===== config.mk =====
export PLATFORM = sky130hd
export DESIGN_NAME = fapd_ctrl
export DESIGN_NICKNAME = d
export VERILOG_FILES = /design/src/design/fapd_pkg.sv /design/src/design/fapd_timer.sv /design/src/design/fapd_ctrl.sv
export SDC_FILE = /design/constraint.sdc
export NUM_CORES = 1
export LEC_CHECK = 0
export ABC_AREA = 1
export BUFFER_PORTS_ARGS = -buffer_cell sky130_fd_sc_hd__buf_2
export CAP_MARGIN = 30
export CORE_ASPECT_RATIO = 0.9
export CORE_MARGIN = 2
export CORE_UTILIZATION = 39
export CTS_BUF_LIST = sky130_fd_sc_hd__clkbuf_4 sky130_fd_sc_hd__clkbuf_8
export DETAILED_ROUTE_END_ITERATION = 6
export PLACE_DENSITY = 0.65
export SLEW_MARGIN = 5
export SYNTH_ARGS = -nofsm -noshare
export SYNTH_HDL_FRONTEND = slang
export SYNTH_SLANG_ARGS = --single-unit

===== constraint.sdc =====
create_clock -name core_clk -period 3 [get_ports core_clk]
set_input_delay 0.45 -clock core_clk [delete_from_list [all_inputs] [get_ports core_clk]]
set_output_delay 0.45 -clock core_clk [all_outputs]
set_load 0.02 [all_outputs]

===== src/design/fapd_pkg.sv =====
// Purpose: constants shared by the floppy auto powerdown control block
// Assumes: 40 MHz core clock, 3-bit register offset
// Notes:   offsets are byte offsets from the floppy block base
package fapd_pkg;
   // -------------------------------------------------------------
   // register offsets
   // -------------------------------------------------------------
   localparam logic [2:0] OFS_STATUS_A     = 3'h0;
   localparam logic [2:0] OFS_STATUS_B     = 3'h1;
   localparam logic [2:0] OFS_DRIVE_OUTPUT = 3'h2;
   localparam logic [2:0] OFS_RATE_MAIN    = 3'h4; // write rate, read main
   localparam logic [2:0] OFS_COMMAND_DATA = 3'h5;
   localparam logic [2:0] OFS_DIGIN_CONFIG = 3'h7; // read digin, write cfg
   // -------------------------------------------------------------
   // field positions and values
   // -------------------------------------------------------------
   localparam int         DOC_MOTOR_HI  = 7;   // motor enables 7:4
   localparam int         DOC_MOTOR_LO  = 4;
   localparam int         DOC_RESET_N   = 2;   // low holds core in reset
   localparam int         RATE_SW_RESET = 7;
   localparam int         RATE_PWRDOWN  = 6;
   localparam logic [7:0] MAIN_IDLE     = 8'h80;
   localparam logic [7:0] DOC_RESET_VAL = 8'h00;
   localparam logic [7:0] RATE_RESET_VAL = 8'h02;
   localparam logic [7:0] CFG_RESET_VAL = 8'h00;
   localparam logic [13:0] BUS_IDLE     = 14'h3800; // strobes high
   // -------------------------------------------------------------
   // timing
   // -------------------------------------------------------------
   localparam int PD_TIME_MS  = 10;
   localparam int CLK_KHZ     = 40000;
   localparam int PD_CYCLES   = PD_TIME_MS * CLK_KHZ;
   localparam int TIMER_W     = 20;
   typedef enum logic {FAPD_ACTIVE, FAPD_AUTO_DOWN} fapd_state_t;
endpackage


===== src/design/fapd_timer.sv =====
// Purpose: one-shot powerdown delay timer
// Assumes: restart wins over cancel
// Notes:   expired stays high until the next restart or cancel
`timescale 1ns/100ps
module fapd_timer #(
   parameter int CYCLES = 400000
) (
   // clock and reset
   input  wire logic core_clk,
   input  wire logic rst_n,
   // control
   input  wire logic restart,
   input  wire logic cancel,
   // status
   output logic      expired
);
   import fapd_pkg::*;

   logic [TIMER_W-1:0] count_reg;
   logic               armed_reg;

   // down counter, loaded on restart, disarmed on cancel
   always_ff @(posedge core_clk) begin
      if (!rst_n) begin
         count_reg <= '0;
         armed_reg <= 1'b0;
      end else if (restart) begin
         count_reg <= TIMER_W'(CYCLES - 1);
         armed_reg <= 1'b1;
      end else if (cancel) begin
         count_reg <= '0;
         armed_reg <= 1'b0;
      end else if (count_reg != '0) begin
         count_reg <= count_reg - 1'b1;
      end
   end

   // expiry flag
   always_ff @(posedge core_clk) begin
      if (!rst_n) begin
         expired <= 1'b0;
      end else begin
         expired <= armed_reg && count_reg == '0 && !restart && !cancel;
      end
   end
endmodule


===== src/design/fapd_ctrl.sv =====
// Purpose: floppy controller auto powerdown control and host registers
// Assumes: host strobes arrive asynchronously; core status is on core_clk
// Notes:   powerdown gates drive outputs, host request outputs and no-wait-state only
`timescale 1ns/100ps
// Summary of operation
// - auto powerdown allowed only while the auto power enable is set
// - all motor enable bits must be zero to enter powerdown
// - main status must read 80h and controller interrupt be low
// - head unload timer must have expired before powerdown
// - a 10 ms timer starts on enable; powerdown only after expiry
// - clearing the enable cancels the timer and blocks auto powerdown
// - rate register powerdown bit overrides auto; clearing restores auto
// - hardware or software reset wakes the controller and resets it
// - writing a motor enable one wakes; reading drive output does not
// - host read of main status wakes the controller
// - host read or write of the data register wakes the controller
// - access wake clears only the rate powerdown bit; all other host-written register bits are untouched
// - every wake restarts the 10 ms timer before next powerdown
// - non-waking register reads return live status in powerdown
// - non-waking register writes are stored and used after wake
// - drive output or rate writes without motor or reset do not wake
// - after a non-waking access the block stays in low power
// - drive-facing outputs are disabled or tristated in powerdown
// - bus stays live; irq and drq low, no-wait-state released
// - drive power-off output follows shutdown, else auto state when enabled, else rate bit
module fapd_ctrl #(
   parameter int PD_DELAY = fapd_pkg::PD_CYCLES
) (
   // clock and reset
   input  wire logic       core_clk,
   input  wire logic       rst_n,
   // host i/o pins
   input  wire logic       io_cs_n,
   input  wire logic       io_rd_n,
   input  wire logic       io_wr_n,
   input  wire logic [2:0] io_addr,
   input  wire logic [7:0] io_data_in,
   output logic [7:0]      io_data_out,
   output logic            io_data_oe,
   output logic            no_wait_state_out_n,
   output logic            no_wait_state_oe,
   output logic            irq_out,
   output logic            drq_out,
   // configuration levels
   input  wire logic       auto_power_cfg_en,
   input  wire logic       shutdown_en,
   // controller core status
   input  wire logic [7:0] core_status_a,
   input  wire logic [7:0] core_status_b,
   input  wire logic [7:0] core_main_status,
   input  wire logic [7:0] core_read_data,
   input  wire logic [7:0] core_digital_input,
   input  wire logic       core_int,
   input  wire logic       core_drq,
   input  wire logic       head_unload_expired,
   // controller core control
   output logic [7:0]      drive_output_control,
   output logic [7:0]      rate_select,
   output logic [7:0]      config_control,
   output logic            core_reset,
   output logic            data_wr_pulse,
   output logic            data_rd_pulse,
   output logic [7:0]      data_wr_value,
   output logic            powered_down,
   // drive pins
   input  wire logic [1:0] core_motor_n,
   input  wire logic [1:0] core_select_n,
   input  wire logic       core_wgate,
   input  wire logic       core_wdata,
   output logic [1:0]      drv_motor_n,
   output logic [1:0]      drv_select_n,
   output logic            drv_wgate,
   output logic            drv_wdata,
   output logic            drv_oe,
   output logic            drive_power_off_out
);
   import fapd_pkg::*;

   // -------------------------------------------------------------
   // host pin synchroniser
   // -------------------------------------------------------------
   logic [13:0] bus_s1_reg;
   logic [13:0] bus_s2_reg;
   logic [13:0] bus_s3_reg;

   // two flops, then one more stage for edge detection
   always_ff @(posedge core_clk) begin
      if (!rst_n) begin
         bus_s1_reg <= BUS_IDLE;
         bus_s2_reg <= BUS_IDLE;
         bus_s3_reg <= BUS_IDLE;
      end else begin
         bus_s1_reg <= {io_cs_n, io_rd_n, io_wr_n, io_addr, io_data_in};
         bus_s2_reg <= bus_s1_reg;
         bus_s3_reg <= bus_s2_reg;
      end
   end

   logic       rd_now;
   logic       rd_prev;
   logic       wr_prev;
   logic       wr_now;
   logic       rd_start;
   logic       wr_done;
   logic [2:0] rd_addr;
   logic [2:0] wr_addr;
   logic [7:0] wr_data;

   // read acts on strobe start, write on strobe end with held data
   assign rd_now   = !bus_s2_reg[13] && !bus_s2_reg[12];
   assign rd_prev  = !bus_s3_reg[13] && !bus_s3_reg[12];
   assign wr_now   = !bus_s2_reg[13] && !bus_s2_reg[11];
   assign wr_prev  = !bus_s3_reg[13] && !bus_s3_reg[11];
   assign rd_start = rd_now && !rd_prev;
   assign wr_done  = wr_prev && !wr_now;
   assign rd_addr  = bus_s2_reg[10:8];
   assign wr_addr  = bus_s3_reg[10:8];
   assign wr_data  = bus_s3_reg[7:0];

   // -------------------------------------------------------------
   // access decode and wake events
   // -------------------------------------------------------------
   logic doc_wr;
   logic rate_wr;
   logic cfg_wr;
   logic data_wr;
   logic main_rd;
   logic data_rd;
   logic motor_wake;
   logic sw_reset_wake;
   logic wake;

   assign doc_wr  = wr_done && wr_addr == OFS_DRIVE_OUTPUT;
   assign rate_wr = wr_done && wr_addr == OFS_RATE_MAIN;
   assign cfg_wr  = wr_done && wr_addr == OFS_DIGIN_CONFIG;
   assign data_wr = wr_done && wr_addr == OFS_COMMAND_DATA;
   assign main_rd = rd_start && rd_addr == OFS_RATE_MAIN;
   assign data_rd = rd_start && rd_addr == OFS_COMMAND_DATA;
   // motor wake only on a write carrying a one; drive output reads never wake
   assign motor_wake = doc_wr
      && wr_data[DOC_MOTOR_HI:DOC_MOTOR_LO] != 4'h0;
   // software reset through either control register
   assign sw_reset_wake = (doc_wr && !wr_data[DOC_RESET_N])
      || (rate_wr && wr_data[RATE_SW_RESET]);
   // other writes to these registers leave the state alone
   assign wake = motor_wake || sw_reset_wake || main_rd
      || data_rd || data_wr;

   // -------------------------------------------------------------
   // host-written registers
   // -------------------------------------------------------------
   logic [7:0] doc_reg;
   logic [7:0] rate_reg;
   logic [7:0] cfg_reg;

   // stored at any time, powerdown or not; the core sees them a cycle later
   always_ff @(posedge core_clk) begin
      if (!rst_n) begin
         doc_reg <= DOC_RESET_VAL;
      end else if (doc_wr) begin
         doc_reg <= wr_data;
      end
   end

   // rate select; reset bit is a pulse and does not stay set
   always_ff @(posedge core_clk) begin
      if (!rst_n) begin
         rate_reg <= RATE_RESET_VAL;
      end else if (rate_wr) begin
         rate_reg <= {1'b0, wr_data[6:0]};
      end else if (wake) begin
         rate_reg[RATE_PWRDOWN] <= 1'b0;
      end
   end

   // configuration control
   always_ff @(posedge core_clk) begin
      if (!rst_n) begin
         cfg_reg <= CFG_RESET_VAL;
      end else if (cfg_wr) begin
         cfg_reg <= wr_data;
      end
   end

   // -------------------------------------------------------------
   // powerdown timer and state
   // -------------------------------------------------------------
   logic        en_prev_reg;
   logic        rate_pd;
   logic        rate_pd_prev_reg;
   logic        timer_restart;
   logic        timer_expired;
   logic        idle_all;
   fapd_state_t state_reg;
   fapd_state_t state_next;

   assign rate_pd = rate_reg[RATE_PWRDOWN];

   // edge history for enable and rate powerdown bit
   always_ff @(posedge core_clk) begin
      if (!rst_n) begin
         en_prev_reg      <= 1'b0;
         rate_pd_prev_reg <= 1'b0;
      end else begin
         en_prev_reg      <= auto_power_cfg_en;
         rate_pd_prev_reg <= rate_pd;
      end
   end

   // restart on enable, on each wake, and on leaving rate powerdown
   assign timer_restart = (auto_power_cfg_en && !en_prev_reg)
      || wake
      || (rate_pd_prev_reg && !rate_pd);

   fapd_timer #(
      .CYCLES (PD_DELAY)
   ) u_timer (
      .core_clk (core_clk),
      .rst_n    (rst_n),
      .restart  (timer_restart),
      .cancel   (!auto_power_cfg_en),
      .expired  (timer_expired)
   );

   // idle entry conditions together; rate powerdown bit and wake are checked in the next-state logic
   assign idle_all = auto_power_cfg_en
      && doc_reg[DOC_MOTOR_HI:DOC_MOTOR_LO] == 4'h0
      && core_main_status == MAIN_IDLE && !core_int
      && head_unload_expired
      && timer_expired;

   // next state; wake only moves the state, never clears core state
   always_comb begin
      state_next = state_reg;
      unique case (state_reg)
         FAPD_ACTIVE: begin
            if (idle_all && !rate_pd && !wake) begin
               state_next = FAPD_AUTO_DOWN;
            end
         end
         FAPD_AUTO_DOWN: begin
            if (wake || !auto_power_cfg_en) begin
               state_next = FAPD_ACTIVE;
            end
         end
      endcase
   end

   // state register; a non-waking access leaves it in powerdown
   always_ff @(posedge core_clk) begin
      if (!rst_n) begin
         state_reg <= FAPD_ACTIVE;
      end else begin
         state_reg <= state_next;
      end
   end

   logic pd_now;
   assign pd_now = state_reg == FAPD_AUTO_DOWN || rate_pd;

   // -------------------------------------------------------------
   // host read path
   // -------------------------------------------------------------
   logic [7:0] rd_mux;
   logic       rd_mapped;

   // live status, so reads in powerdown are true
   always_comb begin
      rd_mux    = 8'h00;
      rd_mapped = 1'b1;
      unique case (rd_addr)
         OFS_STATUS_A:     rd_mux = core_status_a;
         OFS_STATUS_B:     rd_mux = core_status_b;
         OFS_DRIVE_OUTPUT: rd_mux = doc_reg;
         OFS_RATE_MAIN:    rd_mux = core_main_status;
         OFS_COMMAND_DATA: rd_mux = core_read_data;
         OFS_DIGIN_CONFIG: rd_mux = core_digital_input;
         default:          rd_mapped = 1'b0;
      endcase
   end

   // bus pins stay live in powerdown
   always_ff @(posedge core_clk) begin
      if (!rst_n) begin
         io_data_out <= 8'h00;
         io_data_oe  <= 1'b0;
      end else begin
         io_data_out <= rd_mux;
         io_data_oe  <= rd_now && rd_mapped;
      end
   end

   // no-wait-state: pulled low on any access, mapped or not, released in powerdown
   always_ff @(posedge core_clk) begin
      if (!rst_n) begin
         no_wait_state_out_n <= 1'b1;
         no_wait_state_oe    <= 1'b0;
      end else begin
         no_wait_state_out_n <= 1'b0;
         no_wait_state_oe    <= (rd_now || wr_now) && !pd_now;
      end
   end

   // -------------------------------------------------------------
   // core-facing outputs
   // -------------------------------------------------------------
   always_ff @(posedge core_clk) begin
      if (!rst_n) begin
         drive_output_control <= DOC_RESET_VAL;
         rate_select          <= RATE_RESET_VAL;
         config_control       <= CFG_RESET_VAL;
         core_reset           <= 1'b1;
         data_wr_pulse        <= 1'b0;
         data_rd_pulse        <= 1'b0;
         data_wr_value        <= 8'h00;
         powered_down         <= 1'b0;
      end else begin
         drive_output_control <= doc_reg;
         rate_select          <= rate_reg;
         config_control       <= cfg_reg;
         core_reset           <= !doc_reg[DOC_RESET_N]
            || (rate_wr && wr_data[RATE_SW_RESET]);
         data_wr_pulse        <= data_wr;
         data_rd_pulse        <= data_rd;
         data_wr_value        <= data_wr ? wr_data : data_wr_value;
         powered_down         <= pd_now;
      end
   end

   // requests held low while powered down
   always_ff @(posedge core_clk) begin
      if (!rst_n) begin
         irq_out <= 1'b0;
         drq_out <= 1'b0;
      end else begin
         irq_out <= core_int && !pd_now;
         drq_out <= core_drq && !pd_now;
      end
   end

   // drive-facing pins: values follow core, enable drops in powerdown
   always_ff @(posedge core_clk) begin
      if (!rst_n) begin
         drv_motor_n  <= 2'h3;
         drv_select_n <= 2'h3;
         drv_wgate    <= 1'b0;
         drv_wdata    <= 1'b1;
         drv_oe       <= 1'b0;
      end else begin
         drv_motor_n  <= core_motor_n;
         drv_select_n <= core_select_n;
         drv_wgate    <= core_wgate;
         drv_wdata    <= core_wdata;
         drv_oe       <= !pd_now;
      end
   end

   // drive power-off: shutdown, else auto state when enabled, else rate
   always_ff @(posedge core_clk) begin
      if (!rst_n) begin
         drive_power_off_out <= 1'b0;
      end else begin
         drive_power_off_out <= shutdown_en
            || (auto_power_cfg_en ? state_reg == FAPD_AUTO_DOWN
                                  : rate_pd);
      end
   end

   // -------------------------------------------------------------
   // assertions
   // -------------------------------------------------------------
   a_entry_cause: assert property (
      @(posedge core_clk) disable iff (!rst_n)
      (state_reg == FAPD_AUTO_DOWN && $past(state_reg) == FAPD_ACTIVE)
      |-> $past(core_main_status == MAIN_IDLE && !core_int
                && head_unload_expired && timer_expired))
      else $error("powerdown entered without idle conditions");

   a_motor_blocks: assert property (
      @(posedge core_clk) disable iff (!rst_n)
      (state_reg == FAPD_ACTIVE
       && doc_reg[DOC_MOTOR_HI:DOC_MOTOR_LO] != 4'h0)
      |=> state_reg == FAPD_ACTIVE)
      else $error("powerdown with a motor enabled");

   a_enable_off: assert property (
      @(posedge core_clk) disable iff (!rst_n)
      !auto_power_cfg_en |=> state_reg == FAPD_ACTIVE && !timer_expired)
      else $error("auto powerdown active while disabled");

   a_main_wake: assert property (
      @(posedge core_clk) disable iff (!rst_n)
      (state_reg == FAPD_AUTO_DOWN && main_rd)
      |=> state_reg == FAPD_ACTIVE ##1 !timer_expired)
      else $error("main status read did not wake");

   a_quiet_write: assert property (
      @(posedge core_clk) disable iff (!rst_n)
      (state_reg == FAPD_AUTO_DOWN && auto_power_cfg_en && doc_wr
       && wr_data[DOC_RESET_N] && wr_data[7:4] == 4'h0)
      |=> state_reg == FAPD_AUTO_DOWN)
      else $error("plain drive output write woke the block");

   a_req_low: assert property (
      @(posedge core_clk) disable iff (!rst_n)
      pd_now |=> !irq_out && !drq_out && !no_wait_state_oe)
      else $error("request output active in powerdown");

   a_drive_off: assert property (
      @(posedge core_clk) disable iff (!rst_n)
      $rose(pd_now) |=> !drv_oe ##1 (!drv_oe || !pd_now))
      else $error("drive pins still enabled in powerdown");

   a_power_pin: assert property (
      @(posedge core_clk) disable iff (!rst_n)
      (shutdown_en || (!auto_power_cfg_en && rate_pd))
      |=> drive_power_off_out)
      else $error("drive power-off output not raised");

   a_rate_override: assert property (
      @(posedge core_clk) disable iff (!rst_n)
      (rate_pd && state_reg == FAPD_ACTIVE)
      |=> state_reg == FAPD_ACTIVE && powered_down)
      else $error("rate powerdown not overriding auto state");
endmodule


Word-level counts from Yosys, hierarchy flattened
Cells that the tools add are included.

Add/subtract/negate cells: 1. Equality and inequality tests: 12. Mux-type cells: 14. Bitwise logic cells: 3. Reductions and logical operators: 68.

Operators by type and width (number): 2-to-1 mux 19 bit (3); case mux 8 bit (6 select lines) (1); logical AND 1 bit (31); zero test 20 bit (1); nonzero test 20 bit (1); subtractor 20 x 1 -> 20 bit (second input constant) (1); equality test 3 bit (second input constant) (6); zero test 1 bit (17); logical OR 1 bit (12); 2-to-1 mux 1 bit (9); equality test 8 bit (second input constant) (1); equality test 3 x 2 -> 1 bit (second input constant) (2); OR reduction 6 bit (1); zero test 4 bit (1); nonzero test 4 bit (1); equality test 3 x 1 -> 1 bit (second input constant) (1); zero test 3 bit (1); != test 3 x 1 -> 1 bit (second input constant) (1); inverter 1 bit (3); OR reduction 3 bit (1); != test 2 x 1 -> 1 bit (second input constant) (1); case mux 1 bit (2 select lines) (1); nonzero test 2 bit (1).

Register bits: 146. Output and inout port bits: 57. Word-level logic and storage cells: 132.

Longest topological paths before layout
Gate-level depths: netlist of run 1.

Depth in word-level cells: 16. Depth in mapped cells: 13. Gate-level depth less buffers: 13.

Hierarchy
A second synthesis of run 1 with hierarchy kept.

Cells, all modules: 715. Area, all modules: 5427.7 sq um.

Modules (own cells, without submodules): fapd_ctrl (times used 1, cells an instance 535, area an instance 4171.5 sq um); fapd_timer (times used 1, cells an instance 180, area an instance 1256.2 sq um).

Worst setup path after synthesis of run 1
OpenSTA, ideal clock, no wires.

Path type: register to register. Start point: reg u_timer.count_reg[0]. End point: reg u_timer.count_reg[1]. Setup time: 0.115 ns. Data arrival time: 1.273 ns. Slack: 1.611 ns. Stages on the path, launching flop included: 14. Path buffers: 0. Cells stage by stage: dfxtp_1 -> inv_1 -> ha_1 -> inv_1 -> nor2_1 -> nand2_1 -> nor2_1 -> nand3_2 -> nand2_1 -> inv_2 -> nand2_1 -> nand2_1 -> nand2_1 -> nand2_1.

Word-level cells in the longest chain between the ends: 4.

RTL lines: from (decl) (RTL line fapd_timer.sv:19) `logic [TIMER_W-1:0] count_reg;`; from (signal assigned) (RTL line fapd_timer.sv:28) `count_reg <= TIMER_W'(CYCLES - 1);`; from (signal assigned) (RTL line fapd_timer.sv:34) `count_reg <= count_reg - 1'b1;`; subtractor 20 x 1 -> 20 bit (RTL line fapd_timer.sv:34); 2-to-1 mux 19 bit (RTL line fapd_timer.sv:33) `end else if (count_reg != '0) begin`; 2-to-1 mux 19 bit (RTL line fapd_timer.sv:30) `end else if (cancel) begin`; 2-to-1 mux 19 bit (RTL line fapd_timer.sv:27) `end else if (restart) begin`.

Several ways; a longest one is shown, not always the timed one. The select of a mux whose other input is x is not followed. A chain may end at the register's enable or synchronous reset.

Final worst setup path of run 1
Start point: reg bus_s2_reg[10]. End point: reg io_data_out[4].

Word-level cells in the longest chain between the ends: 2.

RTL lines: from (decl) (RTL line fapd_ctrl.sv:83) `logic [13:0] bus_s2_reg;`; from (signal assigned) (RTL line fapd_ctrl.sv:94) `bus_s2_reg <= bus_s1_reg;`; equality test 3 bit, or another cell as far along (RTL line fapd_ctrl.sv:271) `unique case (rd_addr)`; case mux 8 bit (6 select lines) * (RTL line fapd_ctrl.sv:271); to (signal assigned) (RTL line fapd_ctrl.sv:288) `io_data_out <= rd_mux;`; to (decl) (RTL line fapd_ctrl.sv:38) `output logic [7:0] io_data_out,`.

Mark *: on every way between the ends. The rest lies on a longest branch, timed or not.

==> run_results.csv, run 1 <==
group,metric,value,unit
hold_path,hold_path_class,"in -> reg",
timing,grt_setup_unrepaired,"false",
critical_path,path_class,"reg -> reg",
routing,dr.first_iter.drc_count,276,
cells_and_area,layout_commonest_cell,"dfxtp_1",
timing,finClkSkew,0.00915,ns
timing,hold_viol_final,0,
pwr,p_int,2.99,mW
synthesis,synth_ff_type,"dfxtp_1",
synthesis,synth.cell_area,5340,sq um
synthesis,ys_types,36,
status,status,"finished clean",
cells_and_area,n_fill_cell,1343,
cells_and_area,antennaDiodeCount,0,
cells_and_area,largest_reg_flops,20,
clocking,clock-sinks,145,
critical_path,endpoint_kind,"flop",
clocking,cts_tree,"yes",
pwr,p_sw_share,24.8,%
critical_path,timing.rr.start,"bus_s2_reg[10]$_SDFF_PN0_",
clocking,cts_setup_buffers,0,
global_route,grt_max_degree,38,
timing,max_freq,0.590,GHz
pwr,p_clk_share,40.7,%
floorplan,die-height,115,um
pwr,pwr-share-comb,8.7,%
critical_path,start_kind,"flop",
routing,vias,4441,
critical_path,crit_fanout,11,
synthesis,ys_ff_latch,145,
timing,report.final.slew_viol_count,0,
synthesis,synth_sequential_area_ratio,54.3,%
critical_path,required,3.30,ns
global_route,globalRouteTotalUtil,17.0,%
pwr,leakagePower,3.40,nW
cells_and_area,drive_gt1_share,22.8,%
global_route,grt_overflow,0,
floorplan,dieArea,14600,sq um
routing,drtAntennaViolNets,0,
pwr,fin_total_pwr,3.97,mW
placed_design,place_congestion,0.863,
global_route,antenna_found_initial,0,
routing,wl_per_cell,12.4,um
synthesis,synth.net_count,748,
synthesis,synth_top_area_cell,"dfxtp_1",
floorplan,fp.dieW,127,um
critical_path,r2r_slack,1.30,ns
clocking,clk_latency,0.44,ns
placed_design,port_buffers,122,
pwr,cellPowerDensity,611,nW/um^2
timing,fin_crit_sh,56.5,%
synthesis,synth_edf_count,0,
routing,drt_first_pass_iters,4,
floorplan,io_pins,124,
clocking,hold_buffers,0,
clocking,clockBufferDepth,2,
clocking,tritoncts.num_buffers,17,
placed_design,place_hpwl,8.86,mm
synthesis,synth_top_area_share,54.3,%
pwr,seqPwrFrac,50.7,%
timing,final.min_clock_period,1.70,ns
clocking,cts_resized,0,
critical_path,critPathArrivalTime,2.00,ns
critical_path,crit_path_end,"io_data_out[4]$_SDFF_PN0_",
synthesis,synthArstFlopShare,0,%
pwr,p_sw,0.985,mW
floorplan,rows,40,
cells_and_area,final_nets,871,
cells_and_area,mostFrequentLayoutCells,"145 x dfxtp_1, 131 x nand2_1, 122 x buf_2, 109 x inv_1, 81 x nor2_1",
synthesis,ys_warn_count,0,
cells_and_area,fin_cells,983,
clocking,clk_pin_slew,0.08,ns
critical_path,reg2reg_to,"io_data_out[4]$_SDFF_PN0_",
synthesis,avgSynthCellArea,7.87,sq um
floorplan,coreArea,13400,sq um
global_route,grt_pass1_wl,19.7,mm
synthesis,synth_area_leaders,"dfxtp_1 54%, nand2_1 9.2%, inv_1 7.7%",
routing,drt-total-wl,12.2,mm
run,drv_cap,0,
synthesis,synthCells,679,
routing,viasPerCell,4.52,
floorplan,start_util,40.0,%
timing,tightestPinTransition,0.705,ns
clocking,cts_root_buf,"clkbuf_8",
cells_and_area,syn_to_final_growth,21.7,%
timing,relSlewSlack,52.9,%
global_route,grt_pass1_vias,4138,
pwr,ir_drop,0.000365,V
routing,drc,0,
critical_path,startpoint,"bus_s2_reg[10]$_SDFF_PN0_",
placed_design,dp.cells,951,
clocking,ctsHtreeMaxLevel,4,
critical_path,r2r_cells,5,
timing,setup_tns,0,ns
timing,setup_viol,0,
[cell usage after synthesis, types with 3 or more instances]
| library cell | number |
|---|---|
| nand3_1 | 32 |
| buf_1 | 6 |
| nand2_2 | 3 |
| clkbuf_1 | 5 |
| buf_4 | 5 |
| nand2_1 | 131 |
| or2_2 | 15 |
| o21ai_0 | 42 |
| nor2_2 | 4 |
| inv_1 | 109 |
| dfxtp_1 | 145 |
| buf_2 | 4 |
| a31oi_1 | 6 |
| o22ai_1 | 3 |
| a21oi_1 | 33 |
| nor3_1 | 6 |
| nor2_1 | 81 |
| a22oi_1 | 7 |
| nand4_1 | 10 |
| xor2_1 | 6 |
[stage by stage]
stage	setup WS (ns)	util (%)	instance area [sq um]	hold slack (ns)
floorplan	1.61	-	5340	0.390
global placement	1.07	45.5	6080	0.393
detailed placement	1.06	45.5	6080	0.397
CTS	1.36	48.7	6500	0.168
global route	1.13	48.7	6500	0.159
finish	1.30	48.7	6500	0.183
[logic make-up after synthesis]
kind of cell	Yosys count	synth area share (%)
AOI/OAI and AO/OA	99	10.1
xor gates and xnor gates	8	1.31
adders and majority gates	2	0.468
buffers and inverters	132	9.72
DFF	145	54.3
other	1	0.0702
and+or+nand+nor	292	23.9
[routing by layer]
layer  GRT usage, %  up-vias  wire length, um
met5              0        -                0
met3           4.56       14              632
li1               -     2360                -
met2           27.1      103             5530
met4           5.64        0              158
met1           22.5     1964             5860
[worst max-delay path, cell delays in order (launching register included)]
cell and delay (ns):
dfxtp_1 0.55, inv_1 0.13, nand2_1 0.24, nand2_1 0.08, o21ai_1 0.47, a31oi_1 0.08
[power groups by stage]
stage	clock, mW	sequential [mW]	combinational (mW)
after floorplan	0	2.07	0.218
after global routing	1.74	2.02	0.393
final	1.62	2.01	0.344
after detailed placement	0	2.06	0.342
after CTS	1.66	2.01	0.344
after global placement	0	2.06	0.340
[final cells by class]
class	instances	area [sq um]	area share, %
inverter	112	420	6.47
clock buffer	21	270	4.16
tap	168	210	3.23
multi-input combinational	402	1920	29.5
timing repair buffer	124	626	9.62
clock inverter	11	154	2.37
sequential	145	2900	44.6
[worst min path at each step]
stage                                   from                        to  cells after the start
finish                         io_data_in[3]  bus_s1_reg[3]$_SDFF_PN0_                      3
global placement    bus_s1_reg[3]$_SDFF_PN0_  bus_s2_reg[3]$_SDFF_PN0_                      2
global route                   io_data_in[1]  bus_s1_reg[1]$_SDFF_PN0_                      3
CTS                            io_data_in[3]  bus_s1_reg[3]$_SDFF_PN0_                      3
floorplan           bus_s1_reg[0]$_SDFF_PN0_  bus_s2_reg[0]$_SDFF_PN0_                      2
detailed placement  bus_s1_reg[1]$_SDFF_PN0_  bus_s2_reg[1]$_SDFF_PN0_                      2
Power figures use the tool's default switching activity.
==> run 2, diff against run 1 <==
--- a/config.mk
+++ b/config.mk
@@ -5,7 +5,7 @@
 export SDC_FILE = /design/constraint.sdc
 export NUM_CORES = 1
 export LEC_CHECK = 0
-export ABC_AREA = 1
+export ABC_AREA = 0
 export BUFFER_PORTS_ARGS = -buffer_cell sky130_fd_sc_hd__buf_2
 export CAP_MARGIN = 30
 export CORE_ASPECT_RATIO = 0.9
@@ -13,7 +13,7 @@
 export CORE_UTILIZATION = 39
 export CTS_BUF_LIST = sky130_fd_sc_hd__clkbuf_4 sky130_fd_sc_hd__clkbuf_8
 export DETAILED_ROUTE_END_ITERATION = 6
-export PLACE_DENSITY = 0.65
+export PLACE_DENSITY = 0.68
 export SLEW_MARGIN = 5
 export SYNTH_ARGS = -nofsm -noshare
 export SYNTH_HDL_FRONTEND = slang
==> constraint.sdc (replaced) <==
create_clock -name core_clk -period 1.5 [get_ports core_clk]
set_input_delay 0.225 -clock core_clk [delete_from_list [all_inputs] [get_ports core_clk]]
set_output_delay 0.225 -clock core_clk [all_outputs]
set_load 0.02 [all_outputs]
==> run 2 against run 1 <==
The flow now finishes with violations (setup timing); global-route usage up 2.0 points; register-to-register slack lost 1.5 ns; die area down 3.1%; design area is 15% higher; via count fell by 2.7%; critical path depth up 1; wire length up 9.9%; first-iteration DRC count down 8.3%.
==> run_results.csv, run 2 <==
group,metric,value,unit
clocking,cts_tree,"yes",
synthesis,synth_top_area_cell,"dfxtp_1",
timing,fin_ws,-0.239,ns
critical_path,critPathArrivalTime,2.09,ns
routing,drt-total-wl,13.4,mm
cells_and_area,antennaDiodeCount,0,
floorplan,coreArea,12800,sq um
timing,report.final.slew_viol_count,0,
clocking,clk_pin_slew,0.08,ns
cells_and_area,layout_commonest_cell,"dfxtp_1",
critical_path,path_class,"reg -> reg",
synthesis,synth_area_leaders,"dfxtp_1 56%, and2_1 6.9%, mux2i_1 6.4%",
routing,drc,0,
cells_and_area,n_fill_cell,1098,
clocking,tritoncts.num_buffers,17,
synthesis,synthSimpleGateAreaFrac,23.0,%
timing,fin_crit_sh,116,%
critical_path,start_kind,"flop",
clocking,clock-sinks,145,
pwr,leakagePower,3.25,nW
cells_and_area,design_area,7450,sq um
run,drv_cap,0,
cells_and_area,syn_to_final_growth,44.2,%
synthesis,ys_warn_count,0,
pwr,ir_drop,0.000583,V
timing,final.min_clock_period,1.74,ns
routing,viasPerCell,4.81,
global_route,grt_max_degree,35,
timing,hold_viol_final,0,
floorplan,die-height,113,um
synthesis,synth-compound-area-share,7.67,%
synthesis,ys_top_cells_by_count,"145 x dfxtp_1, 68 x nor2_1, 57 x and2_1",
timing,holdWs,0.0254,ns
floorplan,dieArea,14200,sq um
clocking,clk_latency,0.45,ns
synthesis,synth_sequential_area_ratio,56.2,%
synthesis,yosysMostFrequentCell,"dfxtp_1",
status,failed_checks,"setup timing",
global_route,antenna_found_initial,0,
synthesis,synth.net_count,578,
synthesis,synth_edf_count,0,
cells_and_area,mostFrequentLayoutCells,"131 x dfxtp_1, 122 x buf_2, 63 x nor2_1, 63 x buf_4, 57 x and2_1",
cells_and_area,multi_input_area,2390,sq um
synthesis,synth_mux_area_share,7.48,%
pwr,cellPowerDensity,1120,nW/um^2
floorplan,start_util,40.3,%
timing,setup_viol,32,
routing,drtAntennaViolNets,0,
cells_and_area,final_nets,791,
hold_path,hold_path_class,"in -> reg",
floorplan,io_pins,124,
synthesis,synth_xor_area_share,2.54,%
status,status,"finished with violations",
critical_path,crit_fanout,7,
synthesis,synth.cell_area,5170,sq um
timing,max_freq,0.575,GHz
global_route,grt_pass1_vias,4298,
placed_design,dp.cells,834,
cells_and_area,final_util,58.1,%
cells_and_area,seq_area,2920,sq um
cells_and_area,fin_cells,899,
synthesis,synthCells,509,
timing,grt_setup_unrepaired,"true",
cells_and_area,largest_reg_flops,20,
global_route,globalRouteTotalUtil,19.0,%
synthesis,synth_fa_ha_area_share,0.484,%
synthesis,synth_ff_type,"dfxtp_1",
global_route,grt_pass1_wl,21.3,mm
timing,finClkSkew,0.00809,ns
synthesis,ys_types,52,
routing,wl_per_cell,14.9,um
clocking,ctsHtreeMaxLevel,4,
routing,drt_first_pass_iters,4,
routing,vias,4322,
synthesis,avgSynthCellArea,10.2,sq um
synthesis,synth_top_area_share,56.2,%
floorplan,fp.dieW,125,um
placed_design,place_hpwl,9.42,mm
clocking,clockBufferDepth,2,
synthesis,synth_top_family_by_area,"simple AND/OR/NAND/NOR gates",
placed_design,place_congestion,0.821,
critical_path,endpoint_kind,"flop",
routing,dr.first_iter.drc_count,253,
placed_design,dpl_cell_area,6420,sq um
synthesis,ys_ff_latch,145,
clocking,cts_root_buf,"clkbuf_8",
placed_design,port_buffers,122,
cells_and_area,drive_gt1_share,40.7,%
critical_path,required,1.85,ns
floorplan,rows,39,
global_route,grt_overflow,0,
synthesis,synthArstFlopShare,0,%
## run 2: changes by cell type in the layout (fill, tap and decap cells not counted), moves of 30 or more
cell     previous run  this run
nand2_1           131        18
inv_1             109         8
buf_4               2        63
and2_1              2        57
o21ai_0            42         4
mux2i_1             0        30
## run 2: layout make-up
class	instances	area share (%)
clock buffers	17	3.14
repair buffers	218	19.8
multi-input cells	331	32.1
clock inverters	15	2.62
flip-flops and latches	145	39.2
inverters	9	0.453
well taps	164	2.75
## run 2: kinds of logic (layout without fill, tap and decap cells)
logic type / Yosys count / count (layout)
buffers and inverters: 33 / 259
adder cells (fa/ha/maj): 2 / 2
flip-flops: 145 / 145
AO/OA/AOI/OAI: 57 / 57
multiplexers: 38 / 38
XOR/XNOR: 15 / 15
other: 1 / 1
AND/OR/NAND/NOR: 218 / 218
## run 2: critical path: stages (launching register included)
cell and delay, ns:
dfxtp_2 0.33, or4_4 0.54, nor4_4 0.26, nand2_2 0.18, buf_6 0.16, a21oi_2 0.11, o21ai_1 0.06
## run 2: timing repair
item | 4_1_cts | 5_1_grt
hold endpoints to repair | 20 | 0
hold buffers | 20 | 0
pin swaps | 7 | 9
setup endpoints to repair | 39 | 52
gates cloned | 0 | 2
buffers inserted | 8 | 3
resized for setup | 26 | 45
## run 2: layer usage
layer,routed length [um],up-vias,track usage [%]
li1,-,2159,-
met1,6030,2004,23.7
met2,6260,135,31.0
met3,822,24,4.92
met4,278,0,8.59
met5,0,-,0
## run 2: worst paths after layout
check,startpoint,endpoint,slack (ns),cells past startpoint
max,u_timer.count_reg[9]$_SDFFE_PN0P_,u_timer.count_reg[3]$_SDFFE_PN0P_,-0.24,6
min,core_int,irq_out$_SDFF_PN0_,0.03,2
max reg2reg,u_timer.count_reg[9]$_SDFFE_PN0P_,u_timer.count_reg[3]$_SDFFE_PN0P_,-0.24,6
min reg2reg,bus_s1_reg[11]$_SDFF_PN1_,bus_s2_reg[11]$_SDFF_PN1_,0.41,1
## run 2: report_power, final
part	switching [mW]	leakage [nW]	internal [mW]
clock network	1.61	0.217	1.70
registers	0.0699	1.19	3.97
logic	0.491	1.85	0.527
total	2.17	3.25	6.20
## run 2: through the flow
| stage | setup TNS [ns] | power, mW | setup slack [ns] |
|---|---|---|---|
| after global routing | -6.65 | 8.72 | -0.306 |
| after floorplan | -3.77 | 4.59 | -0.261 |
| after global placement | -5.08 | 4.94 | -0.219 |
| after detailed placement | -6.56 | 4.96 | -0.279 |
| after CTS | -4.14 | 8.36 | -0.245 |
| final | -4.45 | 8.37 | -0.239 |
==> run 3, diff against run 2 <==
--- a/config.mk
+++ b/config.mk
@@ -14,6 +14,7 @@
 export CTS_BUF_LIST = sky130_fd_sc_hd__clkbuf_4 sky130_fd_sc_hd__clkbuf_8
 export DETAILED_ROUTE_END_ITERATION = 6
 export PLACE_DENSITY = 0.68
+export REMOVE_ABC_BUFFERS = 1
 export SLEW_MARGIN = 5
 export SYNTH_ARGS = -nofsm -noshare
 export SYNTH_HDL_FRONTEND = slang
==> run 3 against run 2 <==
The run still ends with setup timing left; hold slack better by 0.0081 ns; critical endpoint is now u_timer.count_reg[6]$_SDFFE_PN0P_; final cell count is 0.33% higher; critical path type unchanged; utilization is 0.95 points lower; first-iteration DRC count is 12% lower.
==> run_results.csv, run 3 (synthesized netlist as in run 2, its figures left out) <==
group,metric,value,unit
global_route,grt_pass1_vias,4422,
placed_design,dpl_cell_area,6400,sq um
routing,drt_first_pass_iters,4,
clocking,clk_latency,0.43,ns
timing,fin_ws,-0.236,ns
floorplan,start_util,40.3,%
timing,final.min_clock_period,1.74,ns
pwr,p_sw,2.09,mW
floorplan,coreArea,12800,sq um
floorplan,fp.dieW,125,um
routing,drc,0,
critical_path,critPathSlowestCell,"dfxtp_2",
clocking,tritoncts.num_buffers,17,
global_route,globalRouteTotalUtil,19.4,%
status,status,"finished with violations",
global_route,antenna_found_initial,0,
global_route,grt_max_degree,36,
cells_and_area,design_area,7330,sq um
floorplan,rows,39,
cells_and_area,drive_gt1_share,38.6,%
cells_and_area,syn_to_final_growth,41.9,%
clocking,ctsHtreeMaxLevel,4,
routing,dr.first_iter.drc_count,223,
critical_path,crit_fanout,13,
pwr,pwr-share-comb,12.4,%
timing,report.final.slew_viol_count,0,
timing,setup_viol,36,
pwr,cellPowerDensity,1080,nW/um^2
placed_design,port_buffers,122,
critical_path,cp.depth,7,
global_route,grt_overflow,0,
pwr,p_sw_share,26.3,%
pwr,p_int,5.86,mW
floorplan,die-height,113,um
timing,fin_crit_sh,116,%
routing,drt-total-wl,13.5,mm
critical_path,cp_top_family,"simple AND/OR/NAND/NOR gates",
critical_path,crit_path_end,"u_timer.count_reg[6]$_SDFFE_PN0P_",
placed_design,place_congestion,0.833,
critical_path,cp_num_buf_inv,2,
placed_design,dp.cells,837,
routing,vias,4400,
cells_and_area,mostFrequentLayoutCells,"136 x dfxtp_1, 122 x buf_2, 68 x buf_4, 65 x nor2_1, 56 x and2_1",
clocking,cts_root_buf,"clkbuf_8",
timing,holdWs,0.0335,ns
floorplan,dieArea,14200,sq um
clocking,clock-sinks,145,
pwr,fin_total_pwr,7.95,mW
timing,grt_setup_unrepaired,"true",
clocking,cts_tree,"yes",
critical_path,r2r_cells,7,
global_route,grt_pass1_wl,21.8,mm
clocking,clockBufferDepth,2,
cells_and_area,layout_commonest_cell,"dfxtp_1",
run,drv_cap,0,
floorplan,io_pins,124,
status,failed_checks,"setup timing",
critical_path,path_class,"reg -> reg",
routing,drtAntennaViolNets,0,
placed_design,dp_slack,-0.354,ns
routing,wl_per_cell,15.0,um
critical_path,max_stage_delay,0.33,ns
critical_path,required,1.85,ns
pwr,seqPwrFrac,50.9,%
critical_path,r2r_slack,-0.24,ns
routing,viasPerCell,4.88,
clocking,clk_pin_slew,0.08,ns
critical_path,critPathArrivalTime,2.08,ns
critical_path,endpoint_kind,"flop",
cells_and_area,fin_cells,902,
pwr,p_clk_share,36.7,%
critical_path,cp_cell_sequence,"or2_4 > nor4_4 > a222oi_1 > buf_4 > a21o_1 > buf_12 > o21ai_1",
hold_path,hold_path_class,"in -> reg",
cells_and_area,largest_reg_flops,20,
critical_path,reg2reg_to,"u_timer.count_reg[6]$_SDFFE_PN0P_",
pwr,leakagePower,3.22,nW
pwr,ir_drop,0.000917,V
timing,hold_viol_final,0,
placed_design,place_hpwl,9.58,mm
critical_path,timing.rr.start,"bus_s3_reg[13]$_SDFF_PN1_",
critical_path,start_kind,"flop",
timing,max_freq,0.576,GHz
timing,finClkSkew,0.0133,ns
cells_and_area,antennaDiodeCount,0,
hold_path,hp-start,"io_addr[0]",
critical_path,startpoint,"bus_s3_reg[13]$_SDFF_PN1_",
cells_and_area,final_nets,794,
-- run 3: power by group through the flow --
stage                     Sequential (mW)  Combinational [mW]  Clock (mW)
after floorplan                      4.18               0.359           0
after global placement               4.12               0.797           0
after detailed placement             4.13               0.823           0
after CTS                            4.04               0.921        2.98
after global routing                 4.06                1.07        3.15
final                                4.04               0.986        2.92
-- run 3: per-stage QoR --
step | TNS, ns | util, %
after floorplan | -45.00 | -
after global placement | -5.60 | 49.9
after detailed placement | -7.54 | 49.9
after CTS | -4.16 | 55.7
after global routing | -7.63 | 57.1
final | -4.22 | 57.1
-- run 3: area by class of cell --
cell class	count	area [sq um]
clock buffers	18	248
clock inverters	14	133
fillers	1089	5500
inverters	9	33.8
multi-input cells	331	2330
flip-flops and latches	145	2920
well taps	164	205
repair buffers	221	1470
-- run 3: worst min-delay path by stage --
stage | to | slack (ns) | depth (start not counted)
3_3_place_gp | bus_s2_reg[12]$_SDFF_PN1_ | 0.40 | 1
6_report | bus_s1_reg[8]$_SDFF_PN0_ | 0.03 | 2
4_1_cts | drq_out$_SDFF_PN0_ | 0.002 | 2
5_1_grt | bus_s1_reg[8]$_SDFF_PN0_ | 0.003 | 2
3_5_place_dp | bus_s2_reg[12]$_SDFF_PN1_ | 0.40 | 1
2_1_floorplan | rate_reg[1]$_SDFFE_PN1N_ | 0.29 | 1
-- run 3: repair_timing --
action                                  4_1_cts  5_1_grt
buffers inserted                              7        6
hold buffers                                 19        1
hold endpoints to repair                     19        1
gates resized for setup                      30       33
endpoints found under the setup margin       46       61
pin swaps                                    14        8
gates cloned                                  1        0
-- run 3: worst register-to-register path, stage by stage (launching register included) --
cell,delay (ns)
dfxtp_2,0.33
or2_4,0.27
nor4_4,0.32
a222oi_1,0.12
buf_4,0.17
a21o_1,0.20
buf_12,0.15
o21ai_1,0.10
-- run 3: per-layer routing --
layer	GRT usage, %	share of wire, %	wire, um
met1	25.0	46	6200
met5	0	0	0
met4	6.15	1.7	225
met2	31.8	47	6360
met3	5.39	5.5	748
